$ cat config.mk
export PLATFORM = sky130hd
export DESIGN_NAME = prog_front_end
export DESIGN_NICKNAME = d
export VERILOG_FILES = /design/src/common/prog_pkg.sv /design/src/core/pulse_classifier.sv /design/src/core/prog_front_end.sv
export SDC_FILE = /design/constraint.sdc
export NUM_CORES = 1
export LEC_CHECK = 0
export ABC_AREA = 1
export BUFFER_PORTS_ARGS = -buffer_cell sky130_fd_sc_hd__buf_2
export CORE_ASPECT_RATIO = 1.75
export CORE_UTILIZATION = 45
export CTS_BUF_LIST = sky130_fd_sc_hd__clkbuf_8
export DETAILED_ROUTE_END_ITERATION = 10
export GPL_ROUTABILITY_DRIVEN = 0
export PLACE_DENSITY = 0.68
export SLEW_MARGIN = 30
export SYNTH_ARGS = -nofsm -noshare
export SYNTH_HDL_FRONTEND = slang
export SYNTH_SLANG_ARGS = --single-unit
$ cat constraint.sdc
create_clock -name aclk -period 4.42 [get_ports aclk]
set_input_delay 0 -clock aclk [delete_from_list [all_inputs] [get_ports aclk]]
set_output_delay 0 -clock aclk [all_outputs]
set_load 0.05 [all_outputs]
$ cat src/common/prog_pkg.sv
/*
  constants, carrier structs and field helpers for the supply-pulse programming front end.
  assumes a 125 MHz aclk and an AXI4-Lite master with 32-bit data.
*/
package prog_pkg;
  // ==========================================================
  // timing
  localparam int          CLK_MHZ  = 125;
  localparam int          KEY_US   = 20;
  localparam int          BURN_US  = 90;
  localparam logic [15:0] KEY_CYC  = 16'(KEY_US * CLK_MHZ);
  localparam logic [15:0] BURN_CYC = 16'(BURN_US * CLK_MHZ);
  localparam logic [15:0] CNT_MAX  = 16'hFFFF;
  // ==========================================================
  // keys and modes
  localparam logic [1:0] SUF_LAST    = 2'h2;
  localparam logic [3:0] EXT_MIDS    = 4'hB;
  localparam logic [3:0] EXT_SAT     = 4'hF;
  localparam int         READ_FLAG   = 2;
  localparam logic [1:0] REG_BOP_SEL = 2'h0;
  localparam logic [1:0] REG_BOP_POL = 2'h1;
  localparam logic [1:0] REG_OUT_CFG = 2'h2;
  localparam logic [7:0] TRY_START   = 8'h01;
  localparam logic [7:0] HOT_START   = 8'h01;
  // ==========================================================
  // fuse image layout
  localparam int SEL_LSB  = 0;
  localparam int SEL_W    = 8;
  localparam int BPOL_LSB = 8;
  localparam int CFG_LSB  = 9;
  localparam int FALL_W   = 2;
  localparam int POL_BIT  = 2;
  localparam int LOCK_BIT = 4;
  // ==========================================================
  // register map
  localparam logic [31:0] A_CTRL   = 32'h00000000;
  localparam logic [31:0] A_STATUS = 32'h00000004;
  localparam logic [31:0] A_PARAM  = 32'h00000008;
  localparam logic [31:0] A_FUSE   = 32'h0000000C;
  localparam logic [1:0]  RESP_OKAY   = 2'h0;
  localparam logic [1:0]  RESP_SLVERR = 2'h2;
  localparam int          CTRL_LANE = 0;
  localparam int          CTRL_EN = 0;
  localparam int          CTRL_RESTART = 1;
  localparam logic        CTRL_EN_RST = 1'b1;
  localparam int STS_STATE = 0;
  localparam int STS_LOCK  = 3;
  localparam int STS_TRY   = 4;
  localparam int STS_RDBIT = 5;
  localparam int STS_REG   = 6;
  localparam int STS_CODE  = 8;
  localparam int STS_HOT   = 16;
  localparam int STS_SUP   = 24;
  // ==========================================================
  // types
  typedef enum logic [2:0] {
    ST_IDLE = 3'h0, ST_KEY_H = 3'h1, ST_KEY_SUF = 3'h3, ST_TRY = 3'h2,
    ST_BLOW = 3'h6, ST_SPENT = 3'h7, ST_READ = 3'h5, ST_REFUSED = 3'h4
  } st_t;
  typedef struct packed {
    logic sym_valid;
    logic sym_high;
    logic sym_burn;
    logic long_high;
    logic supply_ok;
  } pulse_t;
  typedef struct packed {
    logic        awvalid;
    logic [31:0] awaddr;
    logic        wvalid;
    logic [31:0] wdata;
    logic [3:0]  wstrb;
    logic        bready;
    logic        arvalid;
    logic [31:0] araddr;
    logic        rready;
  } axi_req_t;
  typedef struct packed {
    logic        awready;
    logic        wready;
    logic        bvalid;
    logic [1:0]  bresp;
    logic        arready;
    logic        rvalid;
    logic [31:0] rdata;
    logic [1:0]  rresp;
  } axi_rsp_t;
  // ==========================================================
  // field helpers
  function automatic int fld_lsb(logic [1:0] r);
    case (r)
      REG_BOP_POL: return BPOL_LSB;
      REG_OUT_CFG: return CFG_LSB;
      default:     return SEL_LSB;
    endcase
  endfunction
  function automatic logic [7:0] fld_mask(logic [1:0] r, logic trial);
    case (r)
      REG_BOP_POL: return 8'h01;
      REG_OUT_CFG: return trial ? 8'h07 : 8'h1F;
      default:     return 8'hFF;
    endcase
  endfunction
  function automatic logic [7:0] extract(logic [1:0] r, logic [15:0] img);
    return 8'(img >> fld_lsb(r)) & fld_mask(r, 1'b0);
  endfunction
  function automatic logic [15:0] place(logic [1:0] r, logic [7:0] v);
    return 16'({8'h00, v & fld_mask(r, 1'b0)} << fld_lsb(r));
  endfunction
endpackage

$ cat src/core/pulse_classifier.sv
/*
  level and width classifier for supply-pin programming pulses.
  assumes comparator outputs and supply-good arrive asynchronously to aclk.
*/
`timescale 1ns/1ns
module pulse_classifier #(
  parameter logic [15:0] BURN_CYCLES = prog_pkg::BURN_CYC
) (
  input  wire logic       aclk,
  input  wire logic       aresetn,
  input  wire logic       pulse_mid_level,
  input  wire logic       pulse_high_level,
  input  wire logic       supply_ok,
  output prog_pkg::pulse_t pulse
);
  typedef struct packed {
    logic [1:0]       mid_s;
    logic [1:0]       high_s;
    logic [1:0]       sup_s;
    logic [15:0]      cnt;
    logic             saw_high;
    prog_pkg::pulse_t pulse;
  } cls_t;

  cls_t q;
  cls_t d;
  logic active;

  // ==========================================================
  // classification
  always_comb begin
    d = q;
    d.mid_s = {q.mid_s[0], pulse_mid_level};
    d.high_s = {q.high_s[0], pulse_high_level};
    d.sup_s = {q.sup_s[0], supply_ok};
    d.pulse.sym_valid = 1'b0;
    d.pulse.sym_high = 1'b0;
    d.pulse.sym_burn = 1'b0;
    d.pulse.supply_ok = q.sup_s[1];
    active = q.mid_s[1] | q.high_s[1]; // RQ2
    if (!q.sup_s[1]) begin
      d.cnt = '0;
      d.saw_high = 1'b0;
      d.pulse.long_high = 1'b0;
    end else if (active) begin
      if (q.cnt != prog_pkg::CNT_MAX) d.cnt = q.cnt + 16'h0001;
      if (q.high_s[1]) d.saw_high = 1'b1; // RQ2
      d.pulse.long_high = q.high_s[1] && (q.cnt >= BURN_CYCLES); // RQ10
    end else begin
      // slow edges pass through mid on the way to high; peak level wins
      if (q.cnt >= prog_pkg::KEY_CYC) begin // RQ9 RQ16
        d.pulse.sym_valid = 1'b1; // RQ1
        d.pulse.sym_high = q.saw_high;
        d.pulse.sym_burn = q.saw_high && (q.cnt >= BURN_CYCLES); // RQ10
      end
      d.cnt = '0;
      d.saw_high = 1'b0;
      d.pulse.long_high = 1'b0;
    end
  end

  always_ff @(posedge aclk) begin
    if (!aresetn) q <= '0;
    else q <= d;
  end

  assign pulse = q.pulse;
endmodule // pulse_classifier

$ cat src/core/prog_front_end.sv
/*
  supply-pulse programming front end: key decoder, try/blow/read modes, AXI4-Lite registers.
  assumes analog comparators on the supply pin and a fuse array with sense and burn ports.
*/
// Decided for this implementation: the register offsets and the AXI4-Lite interface to the registers.
`timescale 1ns/1ns
// Summary of operation
// RQ1: parameters are selected and changed only by pulse trains on the supply pin.
// RQ2: every pulse is classified as low, mid or high level.
// RQ3: trial values apply at once and vanish at supply loss.
// RQ4: blow mode burns the addressed fuse permanently.
// RQ5: the lock bit can only be set through blow mode.
// RQ6: read mode reports whether each addressed fuse is blown.
// RQ7: once locked, every register access is refused; fuse checking remains.
// RQ8: programmer keeps supply low at least 20 us between pulses.
// RQ9: key and code pulses last at least 20 us.
// RQ10: a high pulse of at least 90 us is a burn, not a key symbol.
// RQ11: only a complete well-formed sequence programs anything.
// RQ12: key is high, mid, then a register-specific high/mid pattern.
// RQ13: eleven mids then one high after the key select blow or read mode.
// RQ14: try code starts at 1 and steps by one per mid pulse.
// RQ15: blow addressing is a one-hot shift; one fuse per power-up; a CTRL restart write also returns the spent state to idle.
// RQ16: short excursions are ignored and supply loss abandons a partial key.
// RQ17: programmer starts every session from a fresh power-up.
module prog_front_end #(
  parameter logic [15:0] BURN_CYCLES = prog_pkg::BURN_CYC
) (
  input  wire logic         aclk,
  input  wire logic         aresetn,
  input  prog_pkg::axi_req_t axi_req,
  output prog_pkg::axi_rsp_t axi_rsp,
  input  wire logic         pulse_mid_level,
  input  wire logic         pulse_high_level,
  input  wire logic         supply_ok,
  input  wire logic [15:0]  fuse_image,
  output logic [7:0]        bop_sel,
  output logic              bop_pol,
  output logic [1:0]        fall_time,
  output logic              out_pol,
  output logic              locked,
  output logic              fuse_burn_en,
  output logic [15:0]       fuse_burn_sel,
  output logic              readback_bit
);
  typedef struct packed {
    logic [15:0]    fa_s1;
    logic [15:0]    fa_s2;
    prog_pkg::st_t  st;
    logic [1:0]     suf;
    logic [1:0]     suf_cnt;
    logic [1:0]     reg_sel;
    logic           read_key;
    logic [3:0]     ext_cnt;
    logic [7:0]     try_code;
    logic           try_en;
    logic [7:0]     onehot;
    logic           rd_bit;
    logic           burn_en;
    logic [15:0]    burn_sel;
    logic [15:0]    param;
    logic           ctrl_en;
    logic           aw_got;
    logic [31:0]    awaddr;
    logic           w_got;
    logic [31:0]    wdata;
    logic [3:0]     wstrb;
    logic           bvalid;
    logic [1:0]     bresp;
    logic           rvalid;
    logic [31:0]    rdata;
    logic [1:0]     rresp;
  } core_t;

  localparam core_t CORE_RST = '{ctrl_en: prog_pkg::CTRL_EN_RST, st: prog_pkg::ST_IDLE,
                                 default: '0};

  core_t            q;
  core_t            d;
  prog_pkg::pulse_t pulse;
  logic             locked_w;
  logic             ev_mid;
  logic             ev_high;
  logic             ev_burn;
  logic             restart;
  logic             rd_w;
  logic [2:0]       key_w;
  logic [7:0]       try_max;
  logic [31:0]      status_w;

  // ==========================================================
  // pulse front end
  pulse_classifier #(
    .BURN_CYCLES (BURN_CYCLES)
  ) u_cls (
    .aclk             (aclk),
    .aresetn          (aresetn),
    .pulse_mid_level  (pulse_mid_level),
    .pulse_high_level (pulse_high_level),
    .supply_ok        (supply_ok),
    .pulse            (pulse)
  );

  assign locked_w = q.fa_s2[prog_pkg::CFG_LSB + prog_pkg::LOCK_BIT];
  assign ev_mid = pulse.sym_valid && q.ctrl_en && !pulse.sym_high;
  assign ev_high = pulse.sym_valid && q.ctrl_en && pulse.sym_high && !pulse.sym_burn;
  assign ev_burn = pulse.sym_valid && q.ctrl_en && pulse.sym_burn;
  assign key_w = {q.suf, pulse.sym_high};
  assign try_max = prog_pkg::fld_mask(q.reg_sel, 1'b1);
  assign rd_w = |(prog_pkg::extract(q.reg_sel, q.fa_s2) & q.onehot); // RQ6

  always_comb begin
    status_w = '0;
    status_w[prog_pkg::STS_STATE +: 3] = q.st;
    status_w[prog_pkg::STS_LOCK] = locked_w;
    status_w[prog_pkg::STS_TRY] = q.try_en;
    status_w[prog_pkg::STS_RDBIT] = q.rd_bit;
    status_w[prog_pkg::STS_REG +: 2] = q.reg_sel;
    status_w[prog_pkg::STS_CODE +: 8] = q.try_code;
    status_w[prog_pkg::STS_HOT +: 8] = q.onehot;
    status_w[prog_pkg::STS_SUP] = pulse.supply_ok;
  end

  // ==========================================================
  // next state
  always_comb begin
    d = q;
    restart = 1'b0;
    d.fa_s1 = fuse_image;
    d.fa_s2 = q.fa_s1;
    // register bus, write side
    if (axi_req.awvalid && axi_rsp.awready) begin
      d.aw_got = 1'b1;
      d.awaddr = axi_req.awaddr;
    end
    if (axi_req.wvalid && axi_rsp.wready) begin
      d.w_got = 1'b1;
      d.wdata = axi_req.wdata;
      d.wstrb = axi_req.wstrb;
    end
    if (q.bvalid && axi_req.bready) d.bvalid = 1'b0;
    if (q.aw_got && q.w_got && !q.bvalid) begin
      d.bvalid = 1'b1;
      d.aw_got = 1'b0;
      d.w_got = 1'b0;
      d.bresp = prog_pkg::RESP_OKAY;
      case (q.awaddr)
        prog_pkg::A_CTRL: begin
          if (q.wstrb[prog_pkg::CTRL_LANE]) begin
            d.ctrl_en = q.wdata[prog_pkg::CTRL_EN];
            restart = q.wdata[prog_pkg::CTRL_RESTART];
          end
        end
        prog_pkg::A_STATUS, prog_pkg::A_PARAM, prog_pkg::A_FUSE: d.bresp = prog_pkg::RESP_OKAY;
        default: d.bresp = prog_pkg::RESP_SLVERR;
      endcase
    end
    // register bus, read side
    if (q.rvalid && axi_req.rready) d.rvalid = 1'b0;
    if (axi_req.arvalid && axi_rsp.arready) begin
      d.rvalid = 1'b1;
      d.rresp = prog_pkg::RESP_OKAY;
      case (axi_req.araddr)
        prog_pkg::A_CTRL:   d.rdata = 32'({q.ctrl_en} << prog_pkg::CTRL_EN);
        prog_pkg::A_STATUS: d.rdata = status_w;
        prog_pkg::A_PARAM:  d.rdata = {16'h0000, q.param};
        prog_pkg::A_FUSE:   d.rdata = {16'h0000, q.fa_s2}; // RQ7
        default: begin
          d.rdata = '0;
          d.rresp = prog_pkg::RESP_SLVERR;
        end
      endcase
    end
    // key decoder and modes
    d.burn_en = 1'b0;
    case (q.st)
      prog_pkg::ST_IDLE: begin
        if (ev_high) d.st = prog_pkg::ST_KEY_H; // RQ12
      end
      prog_pkg::ST_KEY_H: begin
        if (ev_mid) begin
          d.st = prog_pkg::ST_KEY_SUF; // RQ12
          d.suf_cnt = '0;
        end else if (ev_high || ev_burn) begin
          d.st = prog_pkg::ST_IDLE; // RQ11
        end
      end
      prog_pkg::ST_KEY_SUF: begin
        if (ev_burn) begin
          d.st = prog_pkg::ST_IDLE; // RQ11
        end else if (ev_mid || ev_high) begin
          d.suf = key_w[1:0];
          d.suf_cnt = q.suf_cnt + 2'h1;
          if (q.suf_cnt == prog_pkg::SUF_LAST) begin
            d.reg_sel = key_w[1:0];
            d.read_key = key_w[prog_pkg::READ_FLAG];
            if (key_w[1:0] > prog_pkg::REG_OUT_CFG) begin
              d.st = prog_pkg::ST_IDLE; // RQ11
            end else if (locked_w) begin
              d.st = prog_pkg::ST_REFUSED; // RQ7
            end else begin
              d.st = prog_pkg::ST_TRY;
              d.try_code = prog_pkg::TRY_START; // RQ14
              d.try_en = 1'b1; // RQ3
              d.ext_cnt = '0;
            end
          end
        end
      end
      prog_pkg::ST_TRY: begin
        if (ev_mid) begin
          d.try_code = (q.try_code >= try_max) ? 8'h00 : q.try_code + 8'h01; // RQ14
          if (q.ext_cnt != prog_pkg::EXT_SAT) d.ext_cnt = q.ext_cnt + 4'h1;
        end else if (ev_high && q.ext_cnt == prog_pkg::EXT_MIDS) begin
          d.st = q.read_key ? prog_pkg::ST_READ : prog_pkg::ST_BLOW; // RQ13
          d.try_en = 1'b0;
          d.onehot = prog_pkg::HOT_START;
        end
      end
      prog_pkg::ST_BLOW: begin
        if (ev_mid) d.onehot = q.onehot << 1; // RQ15
        // only the blow state drives the burn strobe, so lock is burnt here alone
        d.burn_en = pulse.long_high && (q.onehot != 8'h00); // RQ4 RQ5
        d.burn_sel = prog_pkg::place(q.reg_sel, q.onehot); // RQ4
        if (ev_burn) d.st = prog_pkg::ST_SPENT; // RQ15
      end
      prog_pkg::ST_READ: begin
        if (ev_mid) d.onehot = q.onehot << 1; // RQ6
      end
      prog_pkg::ST_SPENT, prog_pkg::ST_REFUSED: d.st = q.st;
      default: d.st = prog_pkg::ST_IDLE;
    endcase
    d.rd_bit = (q.st == prog_pkg::ST_READ) && rd_w; // RQ6
    // supply loss behaves as a power cycle: partial keys and trial values go
    if (!pulse.supply_ok || restart) begin
      d.st = prog_pkg::ST_IDLE; // RQ16
      d.try_en = 1'b0; // RQ3
      d.onehot = '0;
      d.burn_en = 1'b0;
    end
    d.param = q.fa_s2 | (q.try_en ? prog_pkg::place(q.reg_sel, q.try_code & try_max) : 16'h0000); // RQ3
  end

  always_ff @(posedge aclk) begin
    if (!aresetn) q <= CORE_RST;
    else q <= d;
  end

  // ==========================================================
  // outputs
  assign axi_rsp.awready = !q.aw_got && !q.bvalid;
  assign axi_rsp.wready = !q.w_got && !q.bvalid;
  assign axi_rsp.bvalid = q.bvalid;
  assign axi_rsp.bresp = q.bresp;
  assign axi_rsp.arready = !q.rvalid;
  assign axi_rsp.rvalid = q.rvalid;
  assign axi_rsp.rdata = q.rdata;
  assign axi_rsp.rresp = q.rresp;
  assign bop_sel = q.param[prog_pkg::SEL_LSB +: prog_pkg::SEL_W];
  assign bop_pol = q.param[prog_pkg::BPOL_LSB];
  assign fall_time = q.param[prog_pkg::CFG_LSB +: prog_pkg::FALL_W];
  assign out_pol = q.param[prog_pkg::CFG_LSB + prog_pkg::POL_BIT];
  assign locked = locked_w;
  assign fuse_burn_en = q.burn_en;
  assign fuse_burn_sel = q.burn_sel;
  assign readback_bit = q.rd_bit;
endmodule // prog_front_end

==> load_flow_metrics.sql <==
INSERT INTO impl_metrics (metric_group, metric, value, unit) VALUES
('status', 'status', 'finished, final reports clean', ''),
('route', 'drt_first_iter_violations', '209', ''),
('route', 'detailedRoute.firstPassIterationCount', '5', ''),
('setup_path', 'cells_traversed_along_the_worst_timing_path', 'inv_1 > ha_2 > inv_1 > ha_1 > inv_1 > nor2_1 > nand2_1 > nand3b_1 > nand3b_1 > nand2_1 > nand2_1 > nand2_2 > nor2_1', ''),
('placed_design', 'hpwl', '16.4', 'mm'),
('sta', 'layout_worst_path_cycle_share', '59.1', '%'),
('finish', 'cell_area_after_layout', '10700', 'sq um'),
('synth', 'synth_cells', '1317', ''),
('sta', 'timing.final.hold_violations', '0', ''),
('floorplan', 'fp.coreArea', '19900', 'sq um'),
('route', 'ant_nets', '0', ''),
('sta', 'totalNegativeSetupSlack', '0', 'ps'),
('floorplan', 'initial_core_util', '46.3', '%'),
('clock_tree', 'clkTransAtPathRegs', '100', 'ps'),
('clock_tree', 'clock_latency', '480', 'ps'),
('sta', 'finalWorstSetupSlack', '1810', 'ps'),
('setup_path', 'critical_path.endpoint_type', 'flip-flop', ''),
('clock_tree', 'root_buffer', 'clkbuf_8', ''),
('placed_design', 'pre_cts_ws', '1570', 'ps'),
('pwr', 'max-vdd-ir-drop', '0.000268', 'V'),
('grt', 'number_of_global_route_vias_before_repair', '8096', ''),
('pwr', 'power_density', '306', 'nW/um^2'),
('finish', 'final_cell_mix', '263 x nand2_1, 198 x nor2_1, 192 x dfxtp_1, 155 x inv_1, 155 x buf_2', ''),
('finish', 'syn_to_final_growth', '16.1', '%'),
('clock_tree', 'ctsHtreeMaxLevel', '4', ''),
('sta', 'rsz0062_at_grt', 'no', ''),
('sta', 'hold-worst-slack', '99.7', 'ps'),
('synth', 'syn_avg_cell_area', '7.00', 'sq um'),
('setup_path', 'cp_slowest_cell', 'ha_2', ''),
('route', 'number_of_vias_after_detailed_routing', '8485', ''),
('synth', 'synth_sequential_area_ratio', '41.7', '%'),
('finish', 'nNetsFinal', '1602', ''),
('grt', 'grt_first_pass_wirelength', '36.2', 'mm'),
('synth', 'yosysWarningCount', '0', ''),
('clock_tree', 'clockBufferDepth', '2', ''),
('synth', 'synthArstFlopShare', '0', '%'),
('finish', 'antenna_cells_inserted', '0', ''),
('route', 'drt-total-wl', '22.6', 'mm'),
('finish', 'final_util', '53.7', '%'),
('floorplan', 'die-area', '21100', 'sq um'),
('grt', 'grt_antenna_before_repair', '0', ''),
('grt', 'grt_max_degree', '65', ''),
('clock_tree', 'cts_inserted_buffers', '17', ''),
('sta', 'clock_skew', '8.40', 'ps'),
('floorplan', 'die_h', '191', 'um'),
('synth', 'most_instantiated_flip_flop_cell_in_the_synthesis_netlist', 'dfxtp_1', ''),
('setup_path', 'critical_path_peak_fanout', '25', ''),
('clock_tree', 'tritoncts', 'yes', ''),
('sta', 'clock_period_minus_worst_slack', '2610', 'ps'),
('setup_path', 'critPathArrivalTime', '2990', 'ps'),
('synth', 'number_of_flops_mapped_to_enable_cells_by_yosys', '0', ''),
('route', 'wl_per_cell', '13.2', 'um'),
('setup_path', 'timing_worst_setup_path_type', 'reg2reg', ''),
('finish', 'drive_gt1_share', '15.7', '%'),
('setup_path', 'worst_setup_path_start_kind', 'flip-flop', ''),
('sta', 'drv_slew', '0', ''),
('clock_tree', 'clock-sinks', '192', ''),
('pwr', 'leakage', '0.00485', 'uW'),
('route', 'post-route-drc-count', '0', ''),
('setup_path', 'worst-endpoint-required', '4790', 'ps'),
('placed_design', 'cell_area_after_placement', '9670', 'sq um'),
('synth', 'synth_cell_types', '48', ''),
('finish', 'layout_commonest_cell', 'nand2_1', ''),
('flow_run', 'maxCapViolCount', '0', ''),
('synth', 'netlist_area', '9220', 'sq um'),
('clock_tree', 'cts_setup_buffers', '0', ''),
('synth', 'synth_seq_cells', '192', ''),
('sta', 'fmax', '0.383', 'GHz'),
('route', 'drt-vias-per-instance', '4.95', ''),
('floorplan', 'num_io_pins', '198', ''),
('worst_hold_path', 'holdCritPathClass', 'in2reg', ''),
('grt', 'grt-ovfl-total', '0', ''),
('placed_design', 'placement.io_buffers', '155', ''),
('sta', 'setup_violations', '0', ''),
('floorplan', 'floorplan.rows', '68', ''),
('sta', 'max_slew.worst_pin.slew', '916', 'ps'),
('grt', 'grt.total_usage', '22.3', '%'),
('finish', 'fillerInstances', '1961', ''),
('sta', 'timing.max_slew.rel_slack', '38.4', '%'),
('floorplan', 'fp.dieW', '110', 'um'),
('setup_path', 'critical_path.max_stage_delay', '600', 'ps');
## worst paths after layout
kind | slack [ps] | from | cells past startpoint | to
setup / recovery | 1810 | q[165] | 13 | q[153]
hold / removal | 100 | axi_req[104] | 5 | q[94]
setup reg to reg | 1810 | q[165] | 13 | q[153]
hold reg to reg | 420 | d[174] | 2 | q[174]
## synth_stat cells, drive strengths merged (3+ instances only)
master | number | area, sq um
nor3 | 10 | 61.3
o21ai | 97 | 504
nand3 | 105 | 541
inv | 162 | 611
o211ai | 6 | 45.0
ha | 20 | 250
xor2 | 4 | 35.0
nor4 | 3 | 18.8
nor2 | 210 | 838
a21oi | 86 | 442
a31oi | 7 | 43.8
or2 | 3 | 18.8
nand4 | 11 | 68.8
buf | 84 | 591
dfxtp | 192 | 3840
and2 | 3 | 20.0
o31ai | 3 | 22.5
clkbuf | 25 | 93.8
o21a | 3 | 22.5
nand2 | 268 | 1030
## registers in the layout (all words and copies together), names as in the netlist
signal,flops
q,86
axi_rsp,29
u_cls.q,19
d,16
fuse_burn_sel,16
bop_sel,8
u_cls.pulse,5
u_cls.d,4
fall_time,2
key_w,2
bop_pol,1
fuse_burn_en,1
locked,1
out_pol,1
readback_bit,1
## logic make-up (layout without fill, tap and decap cells)
| family | count (synthesis) | in the layout | synth area share, % |
|---|---|---|---|
| AOI/OAI and AO/OA | 211 | 211 | 12.5 |
| xor gates and xnor gates | 6 | 6 | 0.570 |
| adders and majority gates | 20 | 20 | 2.72 |
| buffers and inverters | 272 | 416 | 14.1 |
| DFF | 192 | 192 | 41.7 |
| other | 1 | 9 | 0.0407 |
| and+or+nand+nor | 615 | 615 | 28.3 |
## report_power, final
group          leakage, uW  switching [uW]  internal [uW]
Combinational      0.00308             189            124
Sequential         0.00157            31.5           1790
Clock             0.000198             644            504
Total              0.00485             864           2410
## through the flow
stage / cells / power, uW
finish: 1714 / 3280
detailed placement: 1619 / 2120
global placement: 1619 / 2120
floorplan: 1325 / 2040
CTS: 1714 / 3300
global route: 1714 / 3430
## per-layer routing
layer / global-route usage, % / wire length (um)
met1: 20.1 / 8130
met3: 4.50 / 992
met2: 42.7 / 12000
met5: 0 / 0
met4: 15.4 / 1460
## repair_timing
action,in CTS,in global routing
hold endpoints to repair,57,0
hold buffers,63,0
setup endpoints to repair,0,0
gates resized for setup,0,0
## area by class of cell
cell class | count | area (sq um) | area share [%]
Tap cell | 245 | 307 | 2.87
Inverter | 163 | 622 | 5.81
Clock inverter | 12 | 120 | 1.12
Sequential cell | 192 | 3840 | 35.9
Timing Repair Buffer | 221 | 1430 | 13.4
Clock buffer | 20 | 275 | 2.57
Multi-Input combinational cell | 861 | 4100 | 38.3
## critical path, delay by kind of cell, from the launching register on
kind,cells,cell delay [ps]
flops,1,400
simple gates,8,730
buf+inv,3,410
fa+ha+maj,2,970
(Power assumes the default switching activity.)
